`src/prsc_defs.vh`:
```
// Constants for the reference skip and ratio control block
`ifndef PRSC_DEFS_VH
`define PRSC_DEFS_VH

// Register byte offsets on the control port
`define PRSC_ADDR_RATIO3 8'h06
`define PRSC_ADDR_RATIO2 8'h07
`define PRSC_ADDR_RATIO1 8'h08
`define PRSC_ADDR_RATIO0 8'h09
`define PRSC_ADDR_CFG 8'h0A
`define PRSC_ADDR_SCALE 8'h0B
`define PRSC_ADDR_STATUS 8'h0C

// Field positions in the configuration byte
`define PRSC_CFG_SKIP_BIT 0
`define PRSC_CFG_OUTUNL_BIT 1
`define PRSC_CFG_FMT_BIT 2
`define PRSC_CFG_BW_LSB 4
`define PRSC_CFG_BW_MSB 6

// Field positions in the scale byte
`define PRSC_SCALE_LSB 0
`define PRSC_SCALE_MSB 2
`define PRSC_SCALE_DIV_BIT 2

// Field positions in the status byte
`define PRSC_STAT_LOCK_BIT 0
`define PRSC_STAT_ACQ_BIT 1
`define PRSC_STAT_LOST_BIT 2

// Reset values
`define PRSC_RATIO_RST 32'h0000_0000
`define PRSC_SKIP_RST 1'b0
`define PRSC_OUTUNL_RST 1'b0
`define PRSC_FMT_RST 1'b0
`define PRSC_BW_RST 3'h0
`define PRSC_SCALE_RST 3'h0

// Timing
`define PRSC_CLK_MHZ 250
`define PRSC_SKIP_WIN_MS 20
`define PRSC_SKIP_MAX_KHZ 80
`define PRSC_TIMEOUT_LCO 8388608
`define PRSC_LCO_DIV_MAX 4'hF
`define PRSC_ACQ_EDGES 4'hF
`define PRSC_GAP_SAT 24'hFF_FFFF

`endif

```
`src/prsc_ratio_scale.v`:
```
// Power-of-two ratio modifier forming the effective ratio
`timescale 1ns/1ps
`include "prsc_defs.vh"
module prsc_ratio_scale
(
  input wire [31:0] user_ratio,
  input wire [2:0] ratio_scale_sel,
  output reg [31:0] effective_ratio
);

  // Shifts instead of a multiplier; bits pushed out are lost, software must avoid that
  always @*
  begin
    effective_ratio = user_ratio;
    if (ratio_scale_sel[`PRSC_SCALE_DIV_BIT])
    begin
      case (ratio_scale_sel[1:0])
        2'h0: effective_ratio = {1'b0, user_ratio[31:1]};
        2'h1: effective_ratio = {2'h0, user_ratio[31:2]};
        2'h2: effective_ratio = {3'h0, user_ratio[31:3]};
        default: effective_ratio = {4'h0, user_ratio[31:4]};
      endcase
    end
    else
    begin
      case (ratio_scale_sel[1:0])
        2'h0: effective_ratio = user_ratio;
        2'h1: effective_ratio = {user_ratio[30:0], 1'b0};
        2'h2: effective_ratio = {user_ratio[29:0], 2'h0};
        default: effective_ratio = {user_ratio[28:0], 3'h0};
      endcase
    end
  end

endmodule

```
`src/prsc_top.v`:
```
// Reference loss handling, loop bandwidth and ratio control for the clock multiplier
// Notes on behaviour
// - Skip enabled: missing reference pulses up to 20 ms keep the loop locked.
// - Output continues for 2^23 oscillator ticks after the reference stops.
// - A glitch or shortened period means frequency change: unlock at once.
// - Time-out expiry with reference absent declares unlock; output follows unlock setting.
// - Reference back after time-out: stay unlocked while acquiring, then lock.
// - Skip enabled, outage past window but inside time-out: no unlock shown.
// - Skip disabled, short outage: output runs until return, then unlocked while reacquiring.
// - Skip enabled, short outage: output stays continuous through gap and reacquisition.
// - Three-bit field picks minimum loop bandwidth, 1 Hz to 128 Hz.
// - Jitter below the chosen corner passes through unattenuated.
// - Wide bandwidth while acquiring; selected minimum bandwidth once locked.
// - User ratio is a 32-bit unsigned fixed-point register value.
// - Format bit picks 12.20 or 20.12; 20.12 after reset.
// - High-resolution format: 12 integer bits, 20 fraction bits.
// - High-multiplication format: 20 integer bits, 12 fraction bits.
// - Modifier scales the ratio internally; stored register value unchanged.
// - Modifier codes: 1, 2, 4, 8, then 0.5 down to 0.0625; reset 000.
// - Effective ratio is user ratio times modifier, fed to the synthesizer.
// - Unlocked output held low unless output-on-unlock is set.
// - Changing ratio, format or modifier forces loss of lock and reacquisition.
`timescale 1ns/1ps
`include "prsc_defs.vh"
module prsc_top
#(
  parameter integer SKIP_WIN_CYCLES = `PRSC_SKIP_WIN_MS * `PRSC_CLK_MHZ * 1000,
  parameter integer TIMEOUT_TICKS = `PRSC_TIMEOUT_LCO
)
(
  input wire REF_CLK,
  input wire ARST_N,
  input wire REF_IN,
  input wire REG_WR,
  input wire REG_RD,
  input wire [7:0] REG_ADDR,
  input wire [7:0] REG_WDATA,
  output reg [7:0] REG_RDATA,
  output reg [31:0] EFFECTIVE_RATIO,
  output reg RATIO_FORMAT_HIRES,
  output reg LOOP_BW_WIDE,
  output reg [2:0] LOOP_BW_SEL,
  output reg LOCKED,
  output reg CLK_OUT_ENABLE
);

  localparam [1:0] ST_ACQ = 2'h0;
  localparam [1:0] ST_LOCK = 2'h1;
  localparam [1:0] ST_LOST = 2'h2;

  // Shortest period (in clocks) at which skipping is still meaningful
  localparam integer SKIP_MIN_PERIOD = (`PRSC_CLK_MHZ * 1000) / `PRSC_SKIP_MAX_KHZ;

  // Ratio byte decode: bit 2 flags a hit, bits 1:0 give the byte, 3 is the top byte
  function [2:0] ratio_slot;
    input [7:0] a;
    begin
      if (a == `PRSC_ADDR_RATIO3)
        ratio_slot = 3'h7;
      else if (a == `PRSC_ADDR_RATIO2)
        ratio_slot = 3'h6;
      else if (a == `PRSC_ADDR_RATIO1)
        ratio_slot = 3'h5;
      else if (a == `PRSC_ADDR_RATIO0)
        ratio_slot = 3'h4;
      else
        ratio_slot = 3'h0;
    end
  endfunction

  reg [31:0] ratio_q;
  reg [31:0] ratio_d;
  reg skip_q;
  reg skip_d;
  reg outunl_q;
  reg outunl_d;
  reg fmt_q;
  reg fmt_d;
  reg [2:0] bw_q;
  reg [2:0] bw_d;
  reg [2:0] scale_q;
  reg [2:0] scale_d;
  reg relock_q;
  reg [2:0] wr_slot;
  reg [2:0] rd_slot;
  reg [7:0] rdata_d;

  reg [1:0] state_q;
  reg [1:0] state_d;
  reg ref_prev_q;
  reg [23:0] gap_q;
  reg [23:0] gap_d;
  reg [23:0] period_q;
  reg [23:0] period_d;
  reg [3:0] acq_q;
  reg [3:0] acq_d;
  reg [3:0] lco_div_q;
  reg [23:0] lco_cnt_q;
  reg [23:0] lco_cnt_d;
  reg period_valid_q;
  reg period_valid_d;

  wire ref_edge;
  wire lco_tick;
  wire [24:0] tol;
  wire [24:0] gap_ext;
  wire [24:0] per_lo;
  wire [24:0] per_hi;
  wire is_short;
  wire is_long;
  wire skip_ok;
  wire in_window;
  wire timed_out;
  wire [31:0] scaled_ratio;

  // Register writes; configuration lives at byte offsets next to the ratio
  always @*
  begin
    ratio_d = ratio_q;
    skip_d = skip_q;
    outunl_d = outunl_q;
    fmt_d = fmt_q;
    bw_d = bw_q;
    scale_d = scale_q;
    wr_slot = ratio_slot(REG_ADDR);
    if (REG_WR)
    begin
      if (wr_slot[2])
      begin
        case (wr_slot[1:0])
          2'h3: ratio_d[31:24] = REG_WDATA;
          2'h2: ratio_d[23:16] = REG_WDATA;
          2'h1: ratio_d[15:8] = REG_WDATA;
          default: ratio_d[7:0] = REG_WDATA;
        endcase
      end
      else if (REG_ADDR == `PRSC_ADDR_CFG)
      begin
        skip_d = REG_WDATA[`PRSC_CFG_SKIP_BIT];
        outunl_d = REG_WDATA[`PRSC_CFG_OUTUNL_BIT];
        fmt_d = REG_WDATA[`PRSC_CFG_FMT_BIT];
        bw_d = REG_WDATA[`PRSC_CFG_BW_MSB:`PRSC_CFG_BW_LSB];
      end
      else if (REG_ADDR == `PRSC_ADDR_SCALE)
      begin
        scale_d = REG_WDATA[`PRSC_SCALE_MSB:`PRSC_SCALE_LSB];
      end
    end
  end

  // Read data; unmapped offsets read zero
  always @*
  begin
    rdata_d = 8'h00;
    rd_slot = ratio_slot(REG_ADDR);
    if (rd_slot[2])
    begin
      case (rd_slot[1:0])
        2'h3: rdata_d = ratio_q[31:24];
        2'h2: rdata_d = ratio_q[23:16];
        2'h1: rdata_d = ratio_q[15:8];
        default: rdata_d = ratio_q[7:0];
      endcase
    end
    else if (REG_ADDR == `PRSC_ADDR_CFG)
    begin
      rdata_d[`PRSC_CFG_SKIP_BIT] = skip_q;
      rdata_d[`PRSC_CFG_OUTUNL_BIT] = outunl_q;
      rdata_d[`PRSC_CFG_FMT_BIT] = fmt_q;
      rdata_d[`PRSC_CFG_BW_MSB:`PRSC_CFG_BW_LSB] = bw_q;
    end
    else if (REG_ADDR == `PRSC_ADDR_SCALE)
    begin
      rdata_d[`PRSC_SCALE_MSB:`PRSC_SCALE_LSB] = scale_q;
    end
    else if (REG_ADDR == `PRSC_ADDR_STATUS)
    begin
      rdata_d[`PRSC_STAT_LOCK_BIT] = (state_q == ST_LOCK);
      rdata_d[`PRSC_STAT_ACQ_BIT] = (state_q == ST_ACQ);
      rdata_d[`PRSC_STAT_LOST_BIT] = (state_q == ST_LOST);
    end
  end

  always @(posedge REF_CLK or negedge ARST_N)
  begin
    if (!ARST_N)
    begin
      ratio_q <= `PRSC_RATIO_RST;
      skip_q <= `PRSC_SKIP_RST;
      outunl_q <= `PRSC_OUTUNL_RST;
      fmt_q <= `PRSC_FMT_RST;
      bw_q <= `PRSC_BW_RST;
      scale_q <= `PRSC_SCALE_RST;
      relock_q <= 1'b0;
      REG_RDATA <= 8'h00;
    end
    else
    begin
      ratio_q <= ratio_d;
      skip_q <= skip_d;
      outunl_q <= outunl_d;
      fmt_q <= fmt_d;
      bw_q <= bw_d;
      scale_q <= scale_d;
      // Only a real change of the synthesizer value drops lock; rewriting the same value is harmless
      relock_q <= (ratio_d != ratio_q) | (fmt_d != fmt_q) | (scale_d != scale_q);
      if (REG_RD)
        REG_RDATA <= rdata_d;
    end
  end

  prsc_ratio_scale u_scale
  (
    .user_ratio(ratio_q),
    .ratio_scale_sel(scale_q),
    .effective_ratio(scaled_ratio)
  );

  // Oscillator tick that paces the long time-out
  assign lco_tick = (lco_div_q == `PRSC_LCO_DIV_MAX);
  assign ref_edge = REF_IN & ~ref_prev_q;

  // Period tolerance of one eighth absorbs input jitter
  assign tol = {4'h0, period_q[23:3]};
  assign gap_ext = {1'b0, gap_q};
  assign per_lo = {1'b0, period_q} - tol;
  assign per_hi = {1'b0, period_q} + tol;
  assign is_short = period_valid_q & (gap_ext < per_lo);
  assign is_long = period_valid_q & (gap_ext > per_hi);
  assign skip_ok = skip_q & ({8'h00, period_q} >= SKIP_MIN_PERIOD);
  assign in_window = ({8'h00, gap_q} <= SKIP_WIN_CYCLES);
  assign timed_out = lco_tick & ({8'h00, lco_cnt_q} >= TIMEOUT_TICKS - 1);

  always @*
  begin
    state_d = state_q;
    gap_d = (gap_q == `PRSC_GAP_SAT) ? gap_q : gap_q + 24'h00_0001;
    period_d = period_q;
    period_valid_d = period_valid_q;
    acq_d = acq_q;
    lco_cnt_d = lco_tick ? lco_cnt_q + 24'h00_0001 : lco_cnt_q;
    if (ref_edge)
    begin
      gap_d = 24'h00_0001;
      lco_cnt_d = 24'h00_0000;
    end
    case (state_q)
      ST_ACQ:
      begin
        if (ref_edge)
        begin
          period_d = gap_q;
          period_valid_d = 1'b1;
          if (is_short | is_long | ~period_valid_q)
            acq_d = 4'h0;
          else if (acq_q != `PRSC_ACQ_EDGES)
            acq_d = acq_q + 4'h1;
          else if (ratio_q != 32'h0000_0000)
            state_d = ST_LOCK;
        end
        else if (timed_out)
        begin
          state_d = ST_LOST;
          period_valid_d = 1'b0;
        end
      end
      ST_LOCK:
      begin
        if (ref_edge)
        begin
          if (is_short)
          begin
            state_d = ST_ACQ;
            acq_d = 4'h0;
            period_d = gap_q;
          end
          else if (is_long)
          begin
            // A skipped gap keeps the old period as the reference for the next edge
            if (skip_ok & in_window)
              state_d = ST_LOCK;
            else if (skip_ok)
              state_d = ST_LOCK;
            else
            begin
              state_d = ST_ACQ;
              acq_d = 4'h0;
            end
          end
          else
            period_d = gap_q;
        end
        else if (timed_out)
        begin
          state_d = ST_LOST;
          period_valid_d = 1'b0;
        end
      end
      ST_LOST:
      begin
        if (ref_edge)
        begin
          state_d = ST_ACQ;
          acq_d = 4'h0;
        end
      end
      default:
        state_d = ST_ACQ;
    endcase
    // A new synthesizer value restarts acquisition from the current period
    if (relock_q & (state_d == ST_LOCK))
    begin
      state_d = ST_ACQ;
      acq_d = 4'h0;
    end
  end

  always @(posedge REF_CLK or negedge ARST_N)
  begin
    if (!ARST_N)
    begin
      state_q <= ST_ACQ;
      ref_prev_q <= 1'b0;
      gap_q <= 24'h00_0000;
      period_q <= 24'h00_0000;
      period_valid_q <= 1'b0;
      acq_q <= 4'h0;
      lco_div_q <= 4'h0;
      lco_cnt_q <= 24'h00_0000;
    end
    else
    begin
      state_q <= state_d;
      ref_prev_q <= REF_IN;
      gap_q <= gap_d;
      period_q <= period_d;
      period_valid_q <= period_valid_d;
      acq_q <= acq_d;
      lco_div_q <= lco_tick ? 4'h0 : lco_div_q + 4'h1;
      lco_cnt_q <= lco_cnt_d;
    end
  end

  // Outputs to the synthesizer and loop filter, all registered
  always @(posedge REF_CLK or negedge ARST_N)
  begin
    if (!ARST_N)
    begin
      EFFECTIVE_RATIO <= 32'h0000_0000;
      RATIO_FORMAT_HIRES <= `PRSC_FMT_RST;
      LOOP_BW_WIDE <= 1'b1;
      LOOP_BW_SEL <= `PRSC_BW_RST;
      LOCKED <= 1'b0;
      CLK_OUT_ENABLE <= 1'b0;
    end
    else
    begin
      EFFECTIVE_RATIO <= scaled_ratio;
      // High means 12.20 integer/fraction split, low means 20.12
      RATIO_FORMAT_HIRES <= fmt_q;
      LOOP_BW_WIDE <= (state_q != ST_LOCK);
      // Corner code drives the loop filter; wander below it passes through
      LOOP_BW_SEL <= bw_q;
      LOCKED <= (state_q == ST_LOCK);
      // Output keeps running through an outage until the time-out drops the lock
      CLK_OUT_ENABLE <= (state_q == ST_LOCK) | outunl_q;
    end
  end

endmodule

```
`config.mk`:
```
export PLATFORM = sky130hd
export DESIGN_NAME = prsc_top
export DESIGN_NICKNAME = d
export VERILOG_FILES = /design/src/prsc_ratio_scale.v /design/src/prsc_top.v
export VERILOG_INCLUDE_DIRS = /design/src /design/src/src
export SDC_FILE = /design/constraint.sdc
export NUM_CORES = 1
export LEC_CHECK = 0
export BUFFER_PORTS_ARGS = -buffer_cell sky130_fd_sc_hd__buf_2
export CAP_MARGIN = 15
export CORE_MARGIN = 2
export CORE_UTILIZATION = 35
export CTS_BUF_LIST = sky130_fd_sc_hd__clkbuf_2
export CTS_CLUSTER_SIZE = 20
export DETAILED_ROUTE_END_ITERATION = 10
export PLACE_DENSITY_LB_ADDON = 0.05
export SLEW_MARGIN = 20
export SYNTH_ARGS = -nofsm -noshare
export SYNTH_HDL_FRONTEND = slang
export SYNTH_SLANG_ARGS = --single-unit
export TNS_END_PERCENT = 100
```
`constraint.sdc`:
```
create_clock -name REF_CLK -period 4.3 [get_ports REF_CLK]
set_input_delay 0.43 -clock REF_CLK [delete_from_list [all_inputs] [get_ports REF_CLK]]
set_output_delay 0.43 -clock REF_CLK [all_outputs]
set_load 0.02 [all_outputs]
```
==> results by group, run 1 <==
Synthesis
  • Ys async rst share: 100%
  • Synth area leader: dfrtp_1
  • Synth top area share: 34.9%
  • Most common cell in the synthesized netlist: nand2_1
  • Synthesis Warnings: 0
  • Multiplexer area fraction after synthesis: 5.71%
  • Simple-gate share of the synthesized area: 21.4%
  • Commonest cells in the synthesized netlist: 207 x nand2_1, 172 x dfrtp_1, 115 x nor2_1
  • Cells after Synth: 1,387
  • Synth Register Bits: 173
  • EDFF count, synth: 0
  • Syn_nets: 1,508
  • Synthesized area: 12,300 um2
  • Top post-synthesis cells by area: dfrtp_1 35%, ha_1 9.9%, nand2_1 6.3%
  • Synthesized-area fraction occupied by adder cells: 10.3%
  • Syn Area/Cell: 8.89 um2
  • Yosys cell types: 80
  • Xor and xnor area share after synthesis: 7.17%
  • Main combinational cell family by area after synthesis: simple AND/OR/NAND/NOR gates
  • Register area share after synthesis: 35.1%
  • Post-synth top flop: dfrtp_1
  • Complex-gate fraction of the synthesized area: 15.8%

Timing
  • Fmax: 0.204 GHz
  • Final period utilization: 114%
  • Clock skew: 0.0699 ns
  • Final Hold Fails: 0
  • Rel. slew slack: 39.6%
  • Final setup TNS: -16.30 ns
  • Unrepaired setup endpoints after global routing: yes
  • Min Hold Slack: 0.135 ns
  • Slew @ Worst Pin: 0.906 ns
  • Final Max Slew Viols: 0
  • Period minus WS final: 4.90 ns
  • Final WS setup: -0.604 ns
  • Final setup fails: 30

Drt
  • Routed WL per cell: 18.5 um
  • DRT Wirelength: 38.0 mm
  • Via count: 10,800
  • # DRC: 0
  • Vias per cell: 5.23
  • TritonRoute pass-1 iters: 6
  • Final antenna-violating net count: 0
  • DRT iter0 DRCs: 833

Die
  • Die X: 192 um
  • Die H: 192 um
  • # IOs: 68
  • Die area: 36,800 um2
  • Initial Utilization: 35.6%
  • Rows: 68
  • Placeable Area: 34,600 um2

Clock tree
  • Num Clock Sinks: 173
  • Reg clk slew, reported paths: 0.29 ns
  • CTS tree: done
  • H-tree depth: 4
  • Clock tree buffer depth: 2
  • Num CTS Buffers: 17
  • Root buffer cell: clkbuf_2
  • Clock insertion delay at the later pin of the skew report: 0.84 ns

Job
  • MaxCap Viol Count: 0

Place
  • IO buf count: 67
  • Dpl cells: 2,002
  • GP Congestion: 0.845
  • DP HPWL: 28.8 mm
  • Pre-CTS WS: -0.833 ns

Layout
  • Share of cells above drive strength 1: 23.5%
  • Cell Count, Final, Fillers Out: 2,057
  • Layout overhead on the synthesized area: 21.4%
  • Layout Nets: 1,709
  • Final core occ: 43.2%

Power and ir drop
  • Pleak: 7.26 nW
  • Maximum vdd ir drop: 0.238 mV
  • PD cells: 353 nW/um2

Global route
  • Initial antenna violation count: 1
  • Number of global-route vias before repair: 10,800
  • Total GRT Usage: 21.5%
  • Largest net degree at the start of global routing: 105
  • Total grt overflow: 0
  • First-pass GRT wire length: 61.2 mm

Critical path
  • CP Data Arrival Time: 5.67 ns
  • Worst path required time: 5.06 ns
  • Worst Setup Path Type: register to register
  • Critical path cell sequence: ha_4 > fa_2 > nor2b_4 > o311ai_4 > o211ai_2 > a31o_4 > nor2_4 > nor2_1 > nor2_1 > o21bai_1 > xor2_1 > ha_1 > nand4_1 > nor3_2 > o221a_2 > o31ai_2 > a221o_2 > buf_6 > nor2_4 > o211ai_1 > or3b_1 > a22oi_1
  • Top delay family on crit path: compound AO/OA/AOI/OAI gates
  • Worst path depth: 22
  • CP max stage cell: dfrtp_2
  • Buf+Inv Stages, Crit Path: 1
  • CP Launch Type: register
  • Max FO, Critical Path: 5
  • Crit path largest cell delay: 0.50 ns
  • CP Capture Type: register
  • R2r setup slk: -0.60 ns
  • R2R depth: 22

Worst hold path
  • Hold Path Class: input port to register
  • WHS Path Cells: 3

Run status
  • Failing checks: setup timing
  • Status: finished with violations
power by group:
part	total [mW]	internal [mW]	switching (mW)
Combinational	2.53	1.27	1.26
Sequential	1.83	1.71	0.120
Clock	0.931	0.323	0.608
per-stage QoR:
step,cell area [um2],power [mW]
final,15000,5.29
after global routing,15000,5.72
after CTS,14700,5.16
after detailed placement,14200,4.05
after global placement,14200,4.05
after floorplan,12400,3.23
path summary, 6_finish.rpt:
path	startpoint	end
worst min-delay path	REG_WDATA[5]	ratio_q[5]
min in group asynchronous	ARST_N	period_q[16]
worst min register to register	bw_q[1]	LOOP_BW_SEL[1]
worst max-delay path	period_q[3]	acq_q[2]
worst max register to register	period_q[3]	acq_q[2]
max in group asynchronous	ARST_N	EFFECTIVE_RATIO[12]
sequential cells by signal, summed over array words and instances (netlist names), 2 cells and up:
register         count
gap_q               24
bw_q                 3
ratio_q             32
lco_div_q            4
REG_RDATA            8
LOOP_BW_SEL          3
state_q              2
scale_q              3
lco_cnt_q           24
acq_q                4
EFFECTIVE_RATIO     32
period_q            24
logic make-up after synthesis:
| family | after synthesis |
|---|---|
| muxes | 38 |
| AOI/OAI and AO/OA | 299 |
| xor gates and xnor gates | 101 |
| and+or+nand+nor | 542 |
| DFF | 173 |
| adders and majority gates | 100 |
| buffers and inverters | 134 |
repair_timing:
action / CTS / global route
endpoints found under the setup margin: 30 / 30
setup buffers: 9 / 6
hold buffers: 8 / 1
cloned: 0 / 2
hold endpoints to repair: 128 / 3
gates resized for setup: 26 / 34
pin swaps: 16 / 20
layout by cell type, fill, tap and decap left out, drive strengths merged, types with 7 or more instances in the layout:
| master | synthesis | routed |
|---|---|---|
| nor2 | 115 | 115 |
| mux2 | 9 | 9 |
| a222oi | 11 | 11 |
| ha | 98 | 98 |
| a211oi | 11 | 11 |
| a21o | 11 | 11 |
| and4 | 7 | 7 |
| a22o | 7 | 7 |
| a21oi | 68 | 68 |
| mux4 | 25 | 25 |
| o21ai | 107 | 107 |
| o211ai | 9 | 9 |
| and2 | 11 | 11 |
| or3 | 10 | 10 |
| o22ai | 11 | 11 |
| nand3 | 29 | 29 |
| xnor2 | 47 | 47 |
| clkinv | 0 | 8 |
| dfrtp | 172 | 172 |
| nand2b | 45 | 45 |
| nor3 | 24 | 24 |
| buf | 25 | 237 |
| and3 | 15 | 15 |
| clkbuf | 41 | 21 |
| nor2b | 16 | 16 |
| nand4 | 24 | 24 |
| nor4 | 22 | 22 |
| inv | 68 | 68 |
| nand2 | 207 | 207 |
| a221oi | 9 | 9 |
| dlygate4sd3 | 0 | 9 |
| xor2 | 54 | 54 |
worst min-delay path, stage by stage:
cell and delay (ns):
buf_2 0.16, inv_1 0.25, o21ai_0 0.14
layer usage:
layer  vias up  track usage, %  share of wire, %
met5         -               0                 0
met4         0            2.93              0.59
met3        12            3.40               4.1
met2       173            33.6                44
met1      5246            31.9                51
li1       5325               -                 -
layout make-up:
type                    count  area, um2
well taps                 455        569
clock buffers              19       95.1
fillers                  3425      19700
inverters                  68        255
multi-input cells        1080       7770
diodes                      1       2.50
repair buffers            248       1800
flip-flops and latches    173       4330
clock inverters            13        151
No activity file was read; power rests on OpenSTA's default activity.
==> inputs of run 2 (changes only) <==
PLACE_DENSITY_LB_ADDON = default   (was 0.05)
SLEW_MARGIN = default   (was 20)
==> run 2 against run 1 <==
Effect of this change: the flow still finishes with violations (setup timing); clock power decreased by 7.3%; global-route usage decreased by 2.5 points; routed wire length shrank 11%; largest cell class unchanged; register-to-register slack gained 0.09 ns; sequential power about the same; die area did not move; sequential share of layout area up 0.83 points; highest routed layer is now met5; total power down 6.3%; via count shrank 0.11%.
==> results by group, run 2 (synthesized netlist as in run 1, its figures left out) <==
Run status
  • Status: finished with violations
  • Failing checks: setup timing

Layout
  • Area of the multi-input gates: 7680 um2 (-1.2%)
  • Layout Nets: 1,672 (-2.2%)
  • Final core occ: 42.0% (-1.2 points)
  • Biggest regs: EFFECTIVE_RATIO (32), ratio_q (32)
  • Cell Count, Final, Fillers Out: 2,020 (-1.8%)
  • Fillers: 3,388 (-1.1%)
  • Share of cells above drive strength 1: 21.5% (-2.0 points)
  • Layout overhead on the synthesized area: 18.0%
  • Post-route design area: 14,600 um2 (-2.8%)
  • Commonest non-fill, non-tap cells in the layout: 206 x nand2_1, 169 x dfrtp_1, 131 x buf_4
  • Reg area: 4330 um2 (unchanged)
  • Commonest non-fill, non-tap cell in the layout: nand2_1

Timing
  • Final period utilization: 112% (-2.1 points)
  • Rel. slew slack: 45.4% (+5.8 points)
  • Period minus WS final: 4.81 ns (-0.0898 ns)
  • Fmax: 0.208 GHz (+1.9%)
  • Final setup fails: 30 (unchanged)
  • Slew @ Worst Pin: 0.807 ns (-0.0987 ns)
  • Final Hold Fails: 0 (unchanged)
  • Final Max Slew Viols: 0 (unchanged)
  • Clock skew: 0.0628 ns (-0.00709 ns)
  • Final WS setup: -0.514 ns (+0.0898 ns)
  • Unrepaired setup endpoints after global routing: yes

Critical path
  • Buf+Inv Stages, Crit Path: 1 (unchanged)
  • Most common cell on crit path: ha_1
  • Critical path cell sequence: buf_4 > ha_1 > or3_1 > o2111ai_1 > nand3_2 > a211oi_2 > o221ai_2 > a221oi_2 > nor3_1 > xnor2_1 > ha_1 > nand4_1 > nor2_2 > o31ai_4 > a221o_2 > mux2_4 > a32oi_2 > a221oi_4 > a22oi_1
  • Crit path largest cell delay: 0.47 ns (-0.03 ns)
  • Worst Setup Path Type: register to register
  • CP Capture Type: register
  • Top delay family on crit path: compound AO/OA/AOI/OAI gates
  • CP Launch Type: register
  • CP Data Arrival Time: 5.48 ns (-0.19 ns)
  • Worst path required time: 4.97 ns (-0.09 ns)
  • CP max stage cell: a221o_2
  • Max FO, Critical Path: 7 (+2)

Place
  • DP HPWL: 25.7 mm (-11%)
  • Pre-CTS WS: -0.685 ns (+0.149 ns)
  • Dpl cells: 1,973 (-1.4%)
  • GP Congestion: 0.938 (+11%)
  • IO buf count: 67 (unchanged)
  • Placed cell area: 14,000 um2 (-1.8%)

Drt
  • Final antenna-violating net count: 0 (unchanged)
  • # DRC: 0 (unchanged)
  • TritonRoute pass-1 iters: 6 (unchanged)
  • Vias per cell: 5.32 (+1.7%)
  • DRT Wirelength: 33.9 mm (-11%)
  • DRT iter0 DRCs: 872 (+4.7%)
  • WL met2: 16.0 mm (-4.8%)
  • Met1 WL: 15.7 mm (-19%)
  • Via count: 10,700 (-0.11%)
  • Met3 routed WL: 1.59 mm (+2.6%)
  • Top sig layer: met5
  • Routed WL per cell: 16.8 um (-9.1%)

Global route
  • Total grt overflow: 0 (unchanged)
  • Initial antenna violation count: 2 (+1)
  • Number of global-route vias before repair: 10,500 (-2.4%)
  • Total GRT Usage: 19.0% (-2.5 points)
  • First-pass GRT wire length: 55.7 mm (-9.0%)
  • Largest net degree at the start of global routing: 78 (-26%)

Job
  • MaxCap Viol Count: 0 (unchanged)

Power and ir drop
  • Maximum vdd ir drop: 0.206 mV (-13%)
  • Pleak: 7.03 nW (-3.1%)
  • PD cells: 341 nW/um2 (-3.6%)
  • Total power: 4.96 mW (-6.3%)

Die
  • Placeable Area: 34,600 um2 (unchanged)
  • # IOs: 68 (unchanged)
  • Die area: 36,800 um2 (unchanged)
  • Die X: 192 um (unchanged)
  • Rows: 68 (unchanged)
  • Initial Utilization: 35.6% (unchanged)
  • Die H: 192 um (unchanged)

Clock tree
  • Clock tree buffer depth: 2 (unchanged)
  • Root buffer cell: clkbuf_2
  • CTS tree: done
  • Num Clock Sinks: 173 (unchanged)
  • Reg clk slew, reported paths: 0.29 ns (about the same)
  • H-tree depth: 4 (unchanged)
  • Num CTS Buffers: 17 (unchanged)
  • Clock insertion delay at the later pin of the skew report: 0.79 ns (-0.05 ns)

Worst hold path
  • Hold Path Class: input port to register
-- run 2: changes by cell type in the layout (fill, tap and decap cells not counted), sizes merged, moves of 2 or more --
| cell | delta |
|---|---|
| inv | +7 |
| clkbuf | -4 |
| buf | -33 |
| dlygate4sd3 | -2 |
| bufinv | -3 |
| clkinv | -4 |
-- run 2: final timing paths --
check                                       to  slack (ns)         start  depth (start not counted)
worst max-delay path                  acq_q[3]       -0.51   period_q[3]                         19
worst min-delay path                  relock_q        0.10  REG_WDATA[1]                          3
worst max register to register        acq_q[3]       -0.51   period_q[3]                         19
worst min register to register  LOOP_BW_SEL[2]        0.45       bw_q[2]                          0
max in group asynchronous         period_q[10]        3.06        ARST_N                          3
min in group asynchronous          ratio_q[20]        0.23        ARST_N                          2
-- run 2: final cells by class --
class | count | share of cell area [%]
multi-input combinational | 1080 | 52.7
tap | 455 | 3.91
clock buffer | 17 | 0.584
clock inverter | 14 | 1.04
antenna | 2 | 0.0344
sequential | 173 | 29.8
inverter | 68 | 1.75
timing repair buffer | 211 | 10.2
-- run 2: layer usage --
metal	vias to the layer above	track usage, %
met5	-	0
met4	2	5.80
met3	46	3.03
met2	252	31.1
met1	5208	25.9
li1	5236	-
-- run 2: worst register-to-register path, stage by stage, from the launching register on --
cell	delay [ns]
dfrtp_1	0.45
buf_4	0.16
ha_1	0.20
or3_1	0.40
o2111ai_1	0.29
nand3_2	0.16
a211oi_2	0.32
o221ai_2	0.17
a221oi_2	0.29
nor3_1	0.10
xnor2_1	0.14
ha_1	0.30
nand4_1	0.09
nor2_2	0.22
o31ai_4	0.10
a221o_2	0.47
mux2_4	0.23
a32oi_2	0.12
a221oi_4	0.40
a22oi_1	0.15
-- run 2: what timing repair did --
action,in CTS,in global routing
hold buffers,7,0
pin swaps,14,14
setup endpoints to repair,30,30
buffers inserted,7,2
hold endpoints to repair,90,0
resized for setup,29,14
-- run 2: per-stage QoR --
step                      hold slack [ns]  TNS, ns
final                               0.103   -13.68
after global routing               0.0102   -20.31
after CTS                         0.00386   -11.14
after detailed placement            0.399   -17.15
after global placement              0.382   -16.13
after floorplan                     0.134  -0.0828
-- run 2: power by group --
| group | internal, mW | leakage [nW] | total, mW | switching (mW) |
|---|---|---|---|---|
| clock network | 0.186 | 0.134 | 0.863 | 0.677 |
| registers | 1.71 | 2.36 | 1.83 | 0.114 |
| logic | 1.10 | 4.54 | 2.27 | 1.17 |
